<file path="src/core/dpwm_pkg.sv">
// Contract
// - each channel has an 8-bit read/write duty high register holding duty value bits 9 to 2.
// - bits 7 and 6 of each channel's duty low register hold duty value bits 1 and 0, read/write.
// - bits 5 to 0 of the duty low register ignore writes and read as zero.
// - timer select bits 3:2 pick the second channel's timer: 01 first, 10 second, 11 third, 00 none.
// - timer select bits 1:0 pick the first channel's timer with the same encoding.
// - a written duty value is taken into use only when the selected timer restarts its period.
// - on the restart after a period match the output goes active, unless the duty value is zero or above the period length.
// - the 10-bit time base is the 8-bit count with two low bits from clock phase or prescaler.
// - a latched duty value above the period length leaves the output unchanged for that period.
package dpwm_pkg;

   ////////////////////////////////////////////////////////////////////////////
   // register byte offsets, one aligned word each
   localparam logic [7:0] DPWM_OFS_CTRL0 = 8'h00;
   localparam logic [7:0] DPWM_OFS_DCH0 = 8'h04;
   localparam logic [7:0] DPWM_OFS_DCL0 = 8'h08;
   localparam logic [7:0] DPWM_OFS_CTRL1 = 8'h0C;
   localparam logic [7:0] DPWM_OFS_DCH1 = 8'h10;
   localparam logic [7:0] DPWM_OFS_DCL1 = 8'h14;
   localparam logic [7:0] DPWM_OFS_TSEL = 8'h18;

   ////////////////////////////////////////////////////////////////////////////
   // field positions
   localparam int DPWM_CTRL_EN_BIT = 7;
   localparam int DPWM_CTRL_OUT_BIT = 5;
   localparam int DPWM_CTRL_POL_BIT = 4;
   localparam int DPWM_DCL_LSB_POS = 6;
   localparam int DPWM_TSEL_CH0_POS = 0;
   localparam int DPWM_TSEL_CH1_POS = 2;

   ////////////////////////////////////////////////////////////////////////////
   // reset values and encodings
   localparam logic [3:0] DPWM_TSEL_RESET = 4'h5;
   localparam logic [9:0] DPWM_DUTY_RESET = 10'h000;
   localparam logic [1:0] DPWM_TSEL_NONE = 2'h0;
   localparam logic [1:0] DPWM_TSEL_FIRST = 2'h1;
   localparam logic [1:0] DPWM_TSEL_SECOND = 2'h2;
   localparam logic [1:0] DPWM_TSEL_THIRD = 2'h3;
   localparam int DPWM_ACK_LATENCY = 1;

   ////////////////////////////////////////////////////////////////////////////
   // state types
   typedef struct packed {
      logic [9:0] duty_lat;
      logic level;
      logic pin;
   } dpwm_chan_state_t;

   typedef struct packed {
      logic [1:0] en;
      logic [1:0] pol;
      logic [1:0][9:0] duty;
      logic [3:0] tsel;
      logic ack;
      logic [7:0] dat;
   } dpwm_regs_state_t;

   // 10-bit time base from count and its two extension bits
   function automatic logic [9:0] dpwm_time_base(
      input logic [7:0] count,
      input logic [1:0] phase,
      input logic [1:0] pre,
      input logic one_to_one);
      dpwm_time_base = {count, (one_to_one ? phase : pre)};
   endfunction

   // period length in time base steps, 4 * (period + 1)
   function automatic logic [10:0] dpwm_period_len(input logic [7:0] period);
      dpwm_period_len = {({1'b0, period} + 9'h001), 2'h0};
   endfunction

endpackage

</file>
<file path="src/core/dpwm_top.sv">
// The implementer's own choices: register access over Wishbone and the address map.
`timescale 1ns/10ps
`default_nettype none
module dpwm_top
   import dpwm_pkg::*;
(
   input wire logic clock,
   input wire logic reset,
   input wire logic wb_cyc_i,
   input wire logic wb_stb_i,
   input wire logic wb_we_i,
   input wire logic [7:0] wb_adr_i,
   input wire logic [3:0] wb_sel_i,
   input wire logic [31:0] wb_dat_i,
   output logic [31:0] wb_dat_o,
   output logic wb_ack_o,
   input wire logic [2:0][7:0] timer_count,
   input wire logic [2:0][7:0] timer_period,
   input wire logic [2:0][1:0] timer_phase,
   input wire logic [2:0][1:0] timer_prescale,
   input wire logic [2:0] timer_is_1to1,
   input wire logic [2:0] timer_restart,
   output logic [1:0] pwm_out
);

   dpwm_regs_state_t regs_reg;
   dpwm_regs_state_t regs_next;
   logic [1:0] out_level;
   logic req;
   logic commit;
   logic [7:0] wdat;

   // address decode and per channel select
   logic [6:0] hit;
   logic mapped;
   logic rd_take;
   logic [1:0][1:0] chan_sel;

   ////////////////////////////////////////////////////////////////////////////
   // read value of one register, unmapped and reserved bits as zero
   function automatic logic [7:0] read_mux(
      input logic [7:0] adr,
      input dpwm_regs_state_t r,
      input logic [1:0] lvl);
      logic [7:0] v;
      v = 8'h00;
      unique case (adr)
         DPWM_OFS_CTRL0: begin
            v[DPWM_CTRL_EN_BIT] = r.en[0];
            v[DPWM_CTRL_OUT_BIT] = lvl[0];
            v[DPWM_CTRL_POL_BIT] = r.pol[0];
         end
         DPWM_OFS_CTRL1: begin
            v[DPWM_CTRL_EN_BIT] = r.en[1];
            v[DPWM_CTRL_OUT_BIT] = lvl[1];
            v[DPWM_CTRL_POL_BIT] = r.pol[1];
         end
         DPWM_OFS_DCH0: begin
            v = r.duty[0][9:2];
         end
         DPWM_OFS_DCH1: begin
            v = r.duty[1][9:2];
         end
         DPWM_OFS_DCL0: begin
            v = {r.duty[0][1:0], 6'h00};
         end
         DPWM_OFS_DCL1: begin
            v = {r.duty[1][1:0], 6'h00};
         end
         DPWM_OFS_TSEL: begin
            v = {4'h0, r.tsel};
         end
         default: begin
            v = 8'h00;
         end
      endcase
      read_mux = v;
   endfunction

   // one-hot register hit in map order: ctrl0, dch0, dcl0, ctrl1, dch1, dcl1, select
   function automatic logic [6:0] reg_decode(input logic [7:0] adr);
      logic [6:0] h;
      h = 7'h00;
      unique case (adr)
         DPWM_OFS_CTRL0: begin
            h[0] = 1'b1;
         end
         DPWM_OFS_DCH0: begin
            h[1] = 1'b1;
         end
         DPWM_OFS_DCL0: begin
            h[2] = 1'b1;
         end
         DPWM_OFS_CTRL1: begin
            h[3] = 1'b1;
         end
         DPWM_OFS_DCH1: begin
            h[4] = 1'b1;
         end
         DPWM_OFS_DCL1: begin
            h[5] = 1'b1;
         end
         DPWM_OFS_TSEL: begin
            h[6] = 1'b1;
         end
         default: begin
            h = 7'h00;
         end
      endcase
      reg_decode = h;
   endfunction

   ////////////////////////////////////////////////////////////////////////////
   // bus handshake: answer one cycle after the request, commit writes on the edge that ends the answer
   always_comb begin
      req = wb_cyc_i & wb_stb_i;
      hit = reg_decode(wb_adr_i);
      mapped = |hit;
      commit = req & regs_reg.ack & wb_we_i & wb_sel_i[0] & mapped;
      rd_take = req & ~regs_reg.ack & ~wb_we_i; // reads only, so read data holds over writes
      wdat = wb_dat_i[7:0];
   end

   // register writes and read data capture
   always_comb begin
      regs_next = regs_reg;
      regs_next.ack = req & ~regs_reg.ack;
      if (rd_take) begin
         regs_next.dat = read_mux(wb_adr_i, regs_reg, out_level);
      end
      if (commit) begin
         unique case (wb_adr_i)
            DPWM_OFS_CTRL0: begin
               regs_next.en[0] = wdat[DPWM_CTRL_EN_BIT];
               regs_next.pol[0] = wdat[DPWM_CTRL_POL_BIT];
            end
            DPWM_OFS_CTRL1: begin
               regs_next.en[1] = wdat[DPWM_CTRL_EN_BIT];
               regs_next.pol[1] = wdat[DPWM_CTRL_POL_BIT];
            end
            DPWM_OFS_DCH0: begin
               regs_next.duty[0][9:2] = wdat;
            end
            DPWM_OFS_DCH1: begin
               regs_next.duty[1][9:2] = wdat;
            end
            DPWM_OFS_DCL0: begin
               regs_next.duty[0][1:0] = wdat[DPWM_DCL_LSB_POS +: 2];
            end
            DPWM_OFS_DCL1: begin
               regs_next.duty[1][1:0] = wdat[DPWM_DCL_LSB_POS +: 2];
            end
            DPWM_OFS_TSEL: begin
               regs_next.tsel = wdat[3:0];
            end
            default: begin
               regs_next.tsel = regs_reg.tsel;
            end
         endcase
      end
   end

   // register state
   always_ff @(posedge clock) begin
      if (reset) begin
         regs_reg.en <= 2'h0;
         regs_reg.pol <= 2'h0;
         regs_reg.duty <= {DPWM_DUTY_RESET, DPWM_DUTY_RESET};
         regs_reg.tsel <= DPWM_TSEL_RESET;
         regs_reg.ack <= 1'b0;
         regs_reg.dat <= 8'h00;
      end else begin
         regs_reg <= regs_next;
      end
   end

   assign wb_ack_o = regs_reg.ack;
   assign wb_dat_o = {24'h000000, regs_reg.dat};

   // timer select field of each channel
   always_comb begin
      chan_sel[0] = regs_reg.tsel[DPWM_TSEL_CH0_POS +: 2];
      chan_sel[1] = regs_reg.tsel[DPWM_TSEL_CH1_POS +: 2];
   end

   ////////////////////////////////////////////////////////////////////////////
   // channel engines
   dpwm_chan u_chan0 (
      .clock(clock),
      .reset(reset),
      .enable(regs_reg.en[0]),
      .polarity(regs_reg.pol[0]),
      .duty_value(regs_reg.duty[0]),
      .timer_sel(chan_sel[0]),
      .timer_count(timer_count),
      .timer_period(timer_period),
      .timer_phase(timer_phase),
      .timer_prescale(timer_prescale),
      .timer_is_1to1(timer_is_1to1),
      .timer_restart(timer_restart),
      .out_level(out_level[0]),
      .pwm_out(pwm_out[0])
   );

   dpwm_chan u_chan1 (
      .clock(clock),
      .reset(reset),
      .enable(regs_reg.en[1]),
      .polarity(regs_reg.pol[1]),
      .duty_value(regs_reg.duty[1]),
      .timer_sel(chan_sel[1]),
      .timer_count(timer_count),
      .timer_period(timer_period),
      .timer_phase(timer_phase),
      .timer_prescale(timer_prescale),
      .timer_is_1to1(timer_is_1to1),
      .timer_restart(timer_restart),
      .out_level(out_level[1]),
      .pwm_out(pwm_out[1])
   );

endmodule
`default_nettype wire

</file>
<file path="src/core/dpwm_chan.sv">
`timescale 1ns/10ps
`default_nettype none
module dpwm_chan
   import dpwm_pkg::*;
(
   input wire logic clock,
   input wire logic reset,
   input wire logic enable,
   input wire logic polarity,
   input wire logic [9:0] duty_value,
   input wire logic [1:0] timer_sel,
   input wire logic [2:0][7:0] timer_count,
   input wire logic [2:0][7:0] timer_period,
   input wire logic [2:0][1:0] timer_phase,
   input wire logic [2:0][1:0] timer_prescale,
   input wire logic [2:0] timer_is_1to1,
   input wire logic [2:0] timer_restart,
   output logic out_level,
   output logic pwm_out
);

   dpwm_chan_state_t state_reg;
   dpwm_chan_state_t state_next;
   logic [1:0] idx;
   logic [9:0] time_base;
   logic restart;
   logic [10:0] per_len;
   logic sel_ok;

   ////////////////////////////////////////////////////////////////////////////
   // selected timer's view
   always_comb begin
      sel_ok = timer_sel != DPWM_TSEL_NONE;
      idx = sel_ok ? (timer_sel - 2'h1) : 2'h0; // reserved code kept inside the timer range
      time_base = dpwm_time_base(timer_count[idx], timer_phase[idx],
         timer_prescale[idx], timer_is_1to1[idx]);
      restart = sel_ok && timer_restart[idx];
      per_len = dpwm_period_len(timer_period[idx]);
   end

   // period start, compare and pin drive
   always_comb begin
      state_next = state_reg;
      if (restart) begin
         state_next.duty_lat = duty_value;
         if (duty_value == 10'h000) begin
            state_next.level = 1'b0;
         end else if ({1'b0, duty_value} > per_len) begin
            state_next.level = state_reg.level;
         end else begin
            state_next.level = 1'b1;
         end
      end else if (sel_ok && state_reg.level &&
         (time_base == (state_reg.duty_lat - 10'h001))) begin
         // one step early, so the registered pin drops as the time base reaches the duty
         state_next.level = 1'b0;
      end
      if (!enable) begin
         state_next.level = 1'b0;
      end
      state_next.pin = enable & (state_next.level ^ polarity);
   end

   // state register
   always_ff @(posedge clock) begin
      if (reset) begin
         state_reg <= '0;
      end else begin
         state_reg <= state_next;
      end
   end

   assign out_level = state_reg.level;
   assign pwm_out = state_reg.pin;

endmodule
`default_nettype wire

</file>
<file path="config.mk">
export PLATFORM = sky130hd
export DESIGN_NAME = dpwm_top
export DESIGN_NICKNAME = d
export VERILOG_FILES = /design/src/core/dpwm_pkg.sv /design/src/core/dpwm_top.sv /design/src/core/dpwm_chan.sv
export SDC_FILE = /design/constraint.sdc
export NUM_CORES = 1
export LEC_CHECK = 0
export BUFFER_PORTS_ARGS = -buffer_cell sky130_fd_sc_hd__buf_2
export CORE_MARGIN = 2
export CORE_UTILIZATION = 49
export DETAILED_ROUTE_END_ITERATION = 7
export GPL_TIMING_DRIVEN = 0
export PLACE_DENSITY = 0.79
export SYNTH_ARGS = -nofsm -noshare
export SYNTH_HDL_FRONTEND = slang
export SYNTH_HIERARCHICAL = 1
export SYNTH_SLANG_ARGS = --single-unit
export TNS_END_PERCENT = 30
</file>
<file path="constraint.sdc">
create_clock -name clock -period 3.5 [get_ports clock]
set_input_delay 0.7 -clock clock [delete_from_list [all_inputs] [get_ports clock]]
set_output_delay 0.7 -clock clock [all_outputs]
set_load 0.005 [all_outputs]
</file>
==> impl_metrics.env, run 1 <==
export IMPL_synth_xor_area_share_pct=7.506
export IMPL_ys_async_sr_fraction_pct=0
export IMPL_avgViaCountPerCell=5.727
export IMPL_clock_latency_ps=340
export IMPL_track_usage_pct=27.82
export IMPL_syn_cell_area_mm2=0.005384
export IMPL_ys_types=70
export IMPL_die_w_um=108.8
export IMPL_ys_warn_count=6
export IMPL_fmax_mhz=260.3
export IMPL_clk_pin_slew_ps=70
export IMPL_crit_path_max_fanout=7
export IMPL_final_nets=919
export IMPL_grt_start_max_net_pins=20
export IMPL_synth_seq_cells=61
export IMPL_synth_area_leader_cell="dfxtp_1"
export IMPL_vdd_drop_max_mv=0.2061
export IMPL_skew_ps=11.37
export IMPL_rsz0062_at_grt="yes"
export IMPL_finalCritPeriodShare_pct=109.8
export IMPL_synth_area_top_cells="dfxtp_1 23%, mux2i_1 15%, buf_4 6.1%"
export IMPL_worstMarginPinSlew_ps=625.0
export IMPL_cp_data_arrival_time_ps=4050
export IMPL_violations="negative setup slack"
export IMPL_antenna_cells=0
export IMPL_crit_required_ps=3710
export IMPL_yosysTopAreaCellShare_pct=22.68
export IMPL_fillCellCount=965
export IMPL_wl_met1_um=6991
export IMPL_status="complete, but fails checks"
export IMPL_num_rows=38
export IMPL_dr_wl_met3_um=1080
export IMPL_overflow=0
export IMPL_maxCapViolCount=0
export IMPL_worstHoldStart="wb_dat_o[2]"
export IMPL_synth_top_family_by_area="simple AND/OR/NAND/NOR gates"
export IMPL_synth_edff_count=0
export IMPL_finalPower_uw=1641
export IMPL_yosys_top_cells_count="84 x nor2_1, 82 x mux2i_1, 61 x dfxtp_1, 44 x buf_4, 42 x a21oi_1"
export IMPL_cts_buffer_depth=2
export IMPL_cts_hold_buf=0
export IMPL_criticalPathCategory="register to register"
export IMPL_cts_tree="done"
export IMPL_vias=5320
export IMPL_dr_wl_met2_um=7875
export IMPL_worstSetupEndpointType="register"
export IMPL_relSlewSlack_pct=57.14
export IMPL_timing_rr_start="chan_sel[0]"
export IMPL_final_setup_worst_slack_ps=-341.6
export IMPL_drc=0
export IMPL_initial_core_util_pct=49.88
export IMPL_first_global_vias=5025
export IMPL_gp_congestion=0.9559
export IMPL_finalCriticalPeriod_ps=3842
export IMPL_synthFlopType="dfxtp_1"
export IMPL_multi_input_area_mm2=0.003875
export IMPL_drtAntennaViolNets=0
export IMPL_tns_ps=-1124
export IMPL_synthCells=624
export IMPL_drt_iter0_markers=345
export IMPL_cellPowerDensity_mw_per_mm2=243.9
export IMPL_largest_reg_flops=24
export IMPL_cts_sinks=61
export IMPL_syn_area_per_cell_um2=8.628
export IMPL_hpwl_um=12510
export IMPL_wl_per_cell_um=17.82
export IMPL_ios=150
export IMPL_synthToLayoutAreaGrowth_pct=24.94
export IMPL_seqCellArea_mm2=0.001236
export IMPL_finalSetupViolations=4
export IMPL_die_y_um=108.8
export IMPL_die_area_mm2=0.01184
export IMPL_htreeDepth=3
export IMPL_hold_viol=0
export IMPL_power_leakage_uw=0.003230
export IMPL_synth_compound_area_share_pct=12.81
export IMPL_holdCritPathClass="register to register"
export IMPL_antenna_found_initial=0
export IMPL_firstDrtPassIters=5
export IMPL_yosysSeqAreaShare_pct=22.68
export IMPL_wl_um=16550
export IMPL_yosysMostFrequentCell="nor2_1"
export IMPL_grt_first_pass_wirelength_um=25480
export IMPL_drive_above_1_share_pct=33.33
export IMPL_yosys_area_share_adder_pct=4.648
export IMPL_coreArea_mm2=0.01079
export IMPL_maxSlewViolCount=0
export IMPL_critical_path_startpoint="chan_sel[0]"
export IMPL_crit_path_start_kind="register"
export IMPL_numCtsBuffers=9
export IMPL_top_layer="met4"
export IMPL_synth_mux_area_share_pct=18.80
export IMPL_synth_simple_area_share_pct=23.80
export IMPL_ctsRootBufferMaster="clkbuf_8"
export IMPL_port_buffers=97
## cell type report
cell class | instances | share of cell area, %
multi-input combinational | 511 | 57.61
sequential | 61 | 18.38
timing repair buffer | 133 | 11.24
buffer | 56 | 6.641
tap | 140 | 2.604
clock buffer | 12 | 2.158
clock inverter | 4 | 0.7068
inverter | 12 | 0.6696
## what timing repair did
action / in CTS / in global routing
pin swaps: 20 / 16
setup buffers: 24 / 12
endpoints found under the setup margin: 4 / 4
cloned: 0 / 0
resized for setup: 30 / 13
## power breakdown
part	internal [uW]	leakage, uW	switching (uW)
combinational	149	0.00264	178
sequential	692	0.000493	0.652
clock	346	0.0000964	275
total	1190	0.00323	453
## final timing paths
kind | endpoint | slack, ps | cells past startpoint
setup / recovery | u_chan0/out_level | -340 | 18
hold reg to reg | wb_dat_o[2] | 450 | 2
hold / removal | wb_dat_o[2] | 450 | 2
setup reg to reg | u_chan0/out_level | -340 | 18
## metrics by stage
| step | utilization, % | hold slack, ps | cells | setup slack, ps | instance area [um^2] |
|---|---|---|---|---|---|
| 3_3_place_gp | 57.32 | 442.6 | 884 | -742.5 | 6186 |
| 3_5_place_dp | 57.32 | 442.7 | 884 | -928.3 | 6186 |
| 6_report | 62.32 | 448.2 | 929 | -341.6 | 6726 |
| 4_1_cts | 61.12 | 451.9 | 919 | -314.8 | 6596 |
| 5_1_grt | 62.32 | 477.6 | 929 | -501.0 | 6726 |
| 2_1_floorplan | - | 427.6 | 647 | -195.0 | 5525 |
## cells in the final DEF, fill, tap and decap left out, types with 17 or more instances in the layout
| master | n |
|---|---|
| nand3_1 | 20 |
| nor2_1 | 84 |
| conb_1 | 24 |
| nand2_1 | 19 |
| dfxtp_1 | 57 |
| a21oi_1 | 39 |
| buf_4 | 72 |
| xnor2_1 | 25 |
| ha_1 | 17 |
| mux2i_1 | 81 |
| buf_2 | 100 |
## worst max-delay path, stage by stage, from the launching register on
cell and delay [ps]:
dfxtp_4 380, buf_12 140, mux2i_2 150, a21oi_2 190, ha_2 200, o21ai_1 60, a21oi_1 160, or4b_4 540
xnor2_4 170, ha_4 290, buf_4 90, o21a_1 140, o21ai_2 60, a211oi_2 280, o22ai_4 110, nor4_2 280
a31o_1 290, buf_4 150, nor3b_2 40
## kinds of logic after synthesis
group,Yosys count
mux,97
fa+ha+maj,20
simple gates,221
flops,61
buf+inv,75
other cells,1
compound gates,106
xor+xnor,43
## metal layers
layer | GRT usage, % | up-vias
met4 | 12.82 | 0
met5 | 0 | -
met1 | 34.38 | 2516
met2 | 47.90 | 236
li1 | - | 2525
met3 | 3.766 | 43
Power figures use the tool's default switching activity.
==> run 2: changes to the inputs <==
--- a/config.mk
+++ b/config.mk
@@ -10,7 +10,7 @@
 export CORE_UTILIZATION = 49
 export DETAILED_ROUTE_END_ITERATION = 7
 export GPL_TIMING_DRIVEN = 0
-export PLACE_DENSITY = 0.79
+export PLACE_DENSITY_LB_ADDON = 0.05
 export SYNTH_ARGS = -nofsm -noshare
 export SYNTH_HDL_FRONTEND = slang
 export SYNTH_HIERARCHICAL = 1
==> impl_metrics.env, run 2 (synthesized netlist as in run 1, its figures left out) <==
export IMPL_num_rows=38
export IMPL_drtAntennaViolNets=0
export IMPL_cts_buffer_depth=2
export IMPL_track_usage_pct=27.47
export IMPL_cp_data_arrival_time_ps=4080
export IMPL_status="complete, but fails checks"
export IMPL_r2r_slack_ps=-310
export IMPL_antenna_cells=0
export IMPL_fillCellCount=981
export IMPL_hpwl_um=12870
export IMPL_antenna_found_initial=0
export IMPL_overflow=0
export IMPL_reg2reg_depth=17
export IMPL_synthToLayoutAreaGrowth_pct=24.15
export IMPL_hold_viol=0
export IMPL_maxSlewViolCount=0
export IMPL_ios=150
export IMPL_min_to="wb_dat_o[0]"
export IMPL_rsz0062_at_grt="yes"
export IMPL_finalCriticalPeriod_ps=3813
export IMPL_drive_above_1_share_pct=32.31
export IMPL_vdd_drop_max_mv=0.2703
export IMPL_finalCritPeriodShare_pct=109.0
export IMPL_final_setup_worst_slack_ps=-313.4
export IMPL_timing_rr_start="chan_sel[2]"
export IMPL_clock_latency_ps=340
export IMPL_numCtsBuffers=9
export IMPL_largest_reg_flops=24
export IMPL_gp_congestion=0.9453
export IMPL_clk_pin_slew_ps=70
export IMPL_worstHoldStart="wb_dat_o[0]"
export IMPL_fmax_mhz=262.2
export IMPL_finalSetupViolations=4
export IMPL_htreeDepth=3
export IMPL_worstSetupEndpointType="register"
export IMPL_die_area_mm2=0.01184
export IMPL_first_global_vias=4739
export IMPL_finalPower_uw=1777
export IMPL_criticalPathCategory="register to register"
export IMPL_layout_commonest_cell="buf_2"
export IMPL_drc=0
export IMPL_cts_tree="done"
export IMPL_worstMarginPinSlew_ps=560.9
export IMPL_crit_path_max_fanout=3
export IMPL_avgViaCountPerCell=5.484
export IMPL_skew_ps=10.48
export IMPL_coreArea_mm2=0.01079
export IMPL_initial_core_util_pct=49.88
export IMPL_worstHoldPathCells=2
export IMPL_vias=5045
export IMPL_power_leakage_uw=0.003215
export IMPL_grt_start_max_net_pins=16
export IMPL_cellPowerDensity_mw_per_mm2=265.9
export IMPL_crit_required_ps=3760
export IMPL_wl_um=16280
export IMPL_grt_first_pass_wirelength_um=24570
export IMPL_crit_path_start_kind="register"
export IMPL_die_w_um=108.8
export IMPL_ctsRootBufferMaster="clkbuf_8"
export IMPL_drt_iter0_markers=274
export IMPL_relSlewSlack_pct=62.60
export IMPL_firstDrtPassIters=5
export IMPL_violations="negative setup slack"
export IMPL_cts_sinks=61
export IMPL_wl_per_cell_um=17.70
export IMPL_maxCapViolCount=0
export IMPL_r2r_end="u_chan1/out_level"
export IMPL_port_buffers=97
export IMPL_die_y_um=108.8
export IMPL_final_nets=910
export IMPL_holdCritPathClass="register to register"
export IMPL_tns_ps=-1013
export IMPL_mostFrequentLayoutCells="100 x buf_2, 83 x nor2_1, 82 x mux2i_1, 60 x buf_4, 57 x dfxtp_1"
-- run 2: changes by cell type in the layout (fill, tap and decap cells not counted), moves of 2 or more --
cell       before  now
dfxtp_2         0    3
buf_8           5    2
buf_6           1    4
buf_12          2    5
a21oi_2         5    7
dfxtp_4         4    1
bufinv_16       1    3
buf_4          72   60
-- run 2: how the worst max path moves through the flow --
stage / start / endpoint / slack, ps
2_1_floorplan: chan_sel[1] / u_chan0/out_level / -200
3_3_place_gp: chan_sel[3] / u_chan1/pwm_out / -930
3_5_place_dp: chan_sel[3] / u_chan1/pwm_out / -930
4_1_cts: chan_sel[2] / u_chan1/pwm_out / -380
5_1_grt: chan_sel[2] / u_chan1/pwm_out / -400
6_report: chan_sel[2] / u_chan1/out_level / -310
-- run 2: cell type report --
cell class	count	area, um^2	share of cell area (%)
plain buffers	59	495.5	7.413
repair buffers	121	665.6	9.959
multi-input cells	511	3834	57.36
clock buffers	12	145.1	2.171
well taps	140	175.2	2.621
flip-flops and latches	61	1229	18.38
clock inverters	4	95.09	1.423
inverters	12	45.04	0.6739
-- run 2: power breakdown --
group	internal (uW)	switching, uW
Sequential	694	0.676
Clock	492	275
Combinational	143	172
-- run 2: repair_timing --
item / 4_1_cts / 5_1_grt
pin swaps: 19 / 13
endpoints found under the setup margin: 4 / 4
hold buffers: 0 / 0
gates resized for setup: 29 / 7
setup buffers: 18 / 6
-- run 2: layer usage --
metal / track usage (%) / share of wire, %
met5: 0 / 0
met4: 15.57 / 4.8
met3: 4.184 / 5.8
met2: 45.85 / 46
met1: 33.69 / 43
-- run 2: critical path, cell delays in order, from the launching register on --
cell	delay, ps
dfxtp_2	340
buf_12	130
buf_8	120
mux2i_1	120
a21oi_2	270
ha_2	230
o21ai_1	80
a21oi_2	150
or4b_4	510
xnor2_2	160
ha_1	320
or3b_4	380
nor3_2	170
a211oi_2	70
o22ai_4	210
nor4_2	70
a31o_4	250
nor3b_1	160
-- run 2: stage by stage --
stage / hold WS [ps] / area (um^2) / setup slack, ps / util [%] / instances
finish: 452.5 / 6684 / -313.4 / 61.93 / 920
floorplan: 427.6 / 5525 / -195.0 / - / 647
global placement: 442.7 / 6186 / -925.2 / 57.32 / 884
detailed placement: 445.0 / 6186 / -933.4 / 57.32 / 884
CTS: 454.7 / 6608 / -380.5 / 61.22 / 914
global route: 476.3 / 6684 / -400.2 / 61.93 / 920
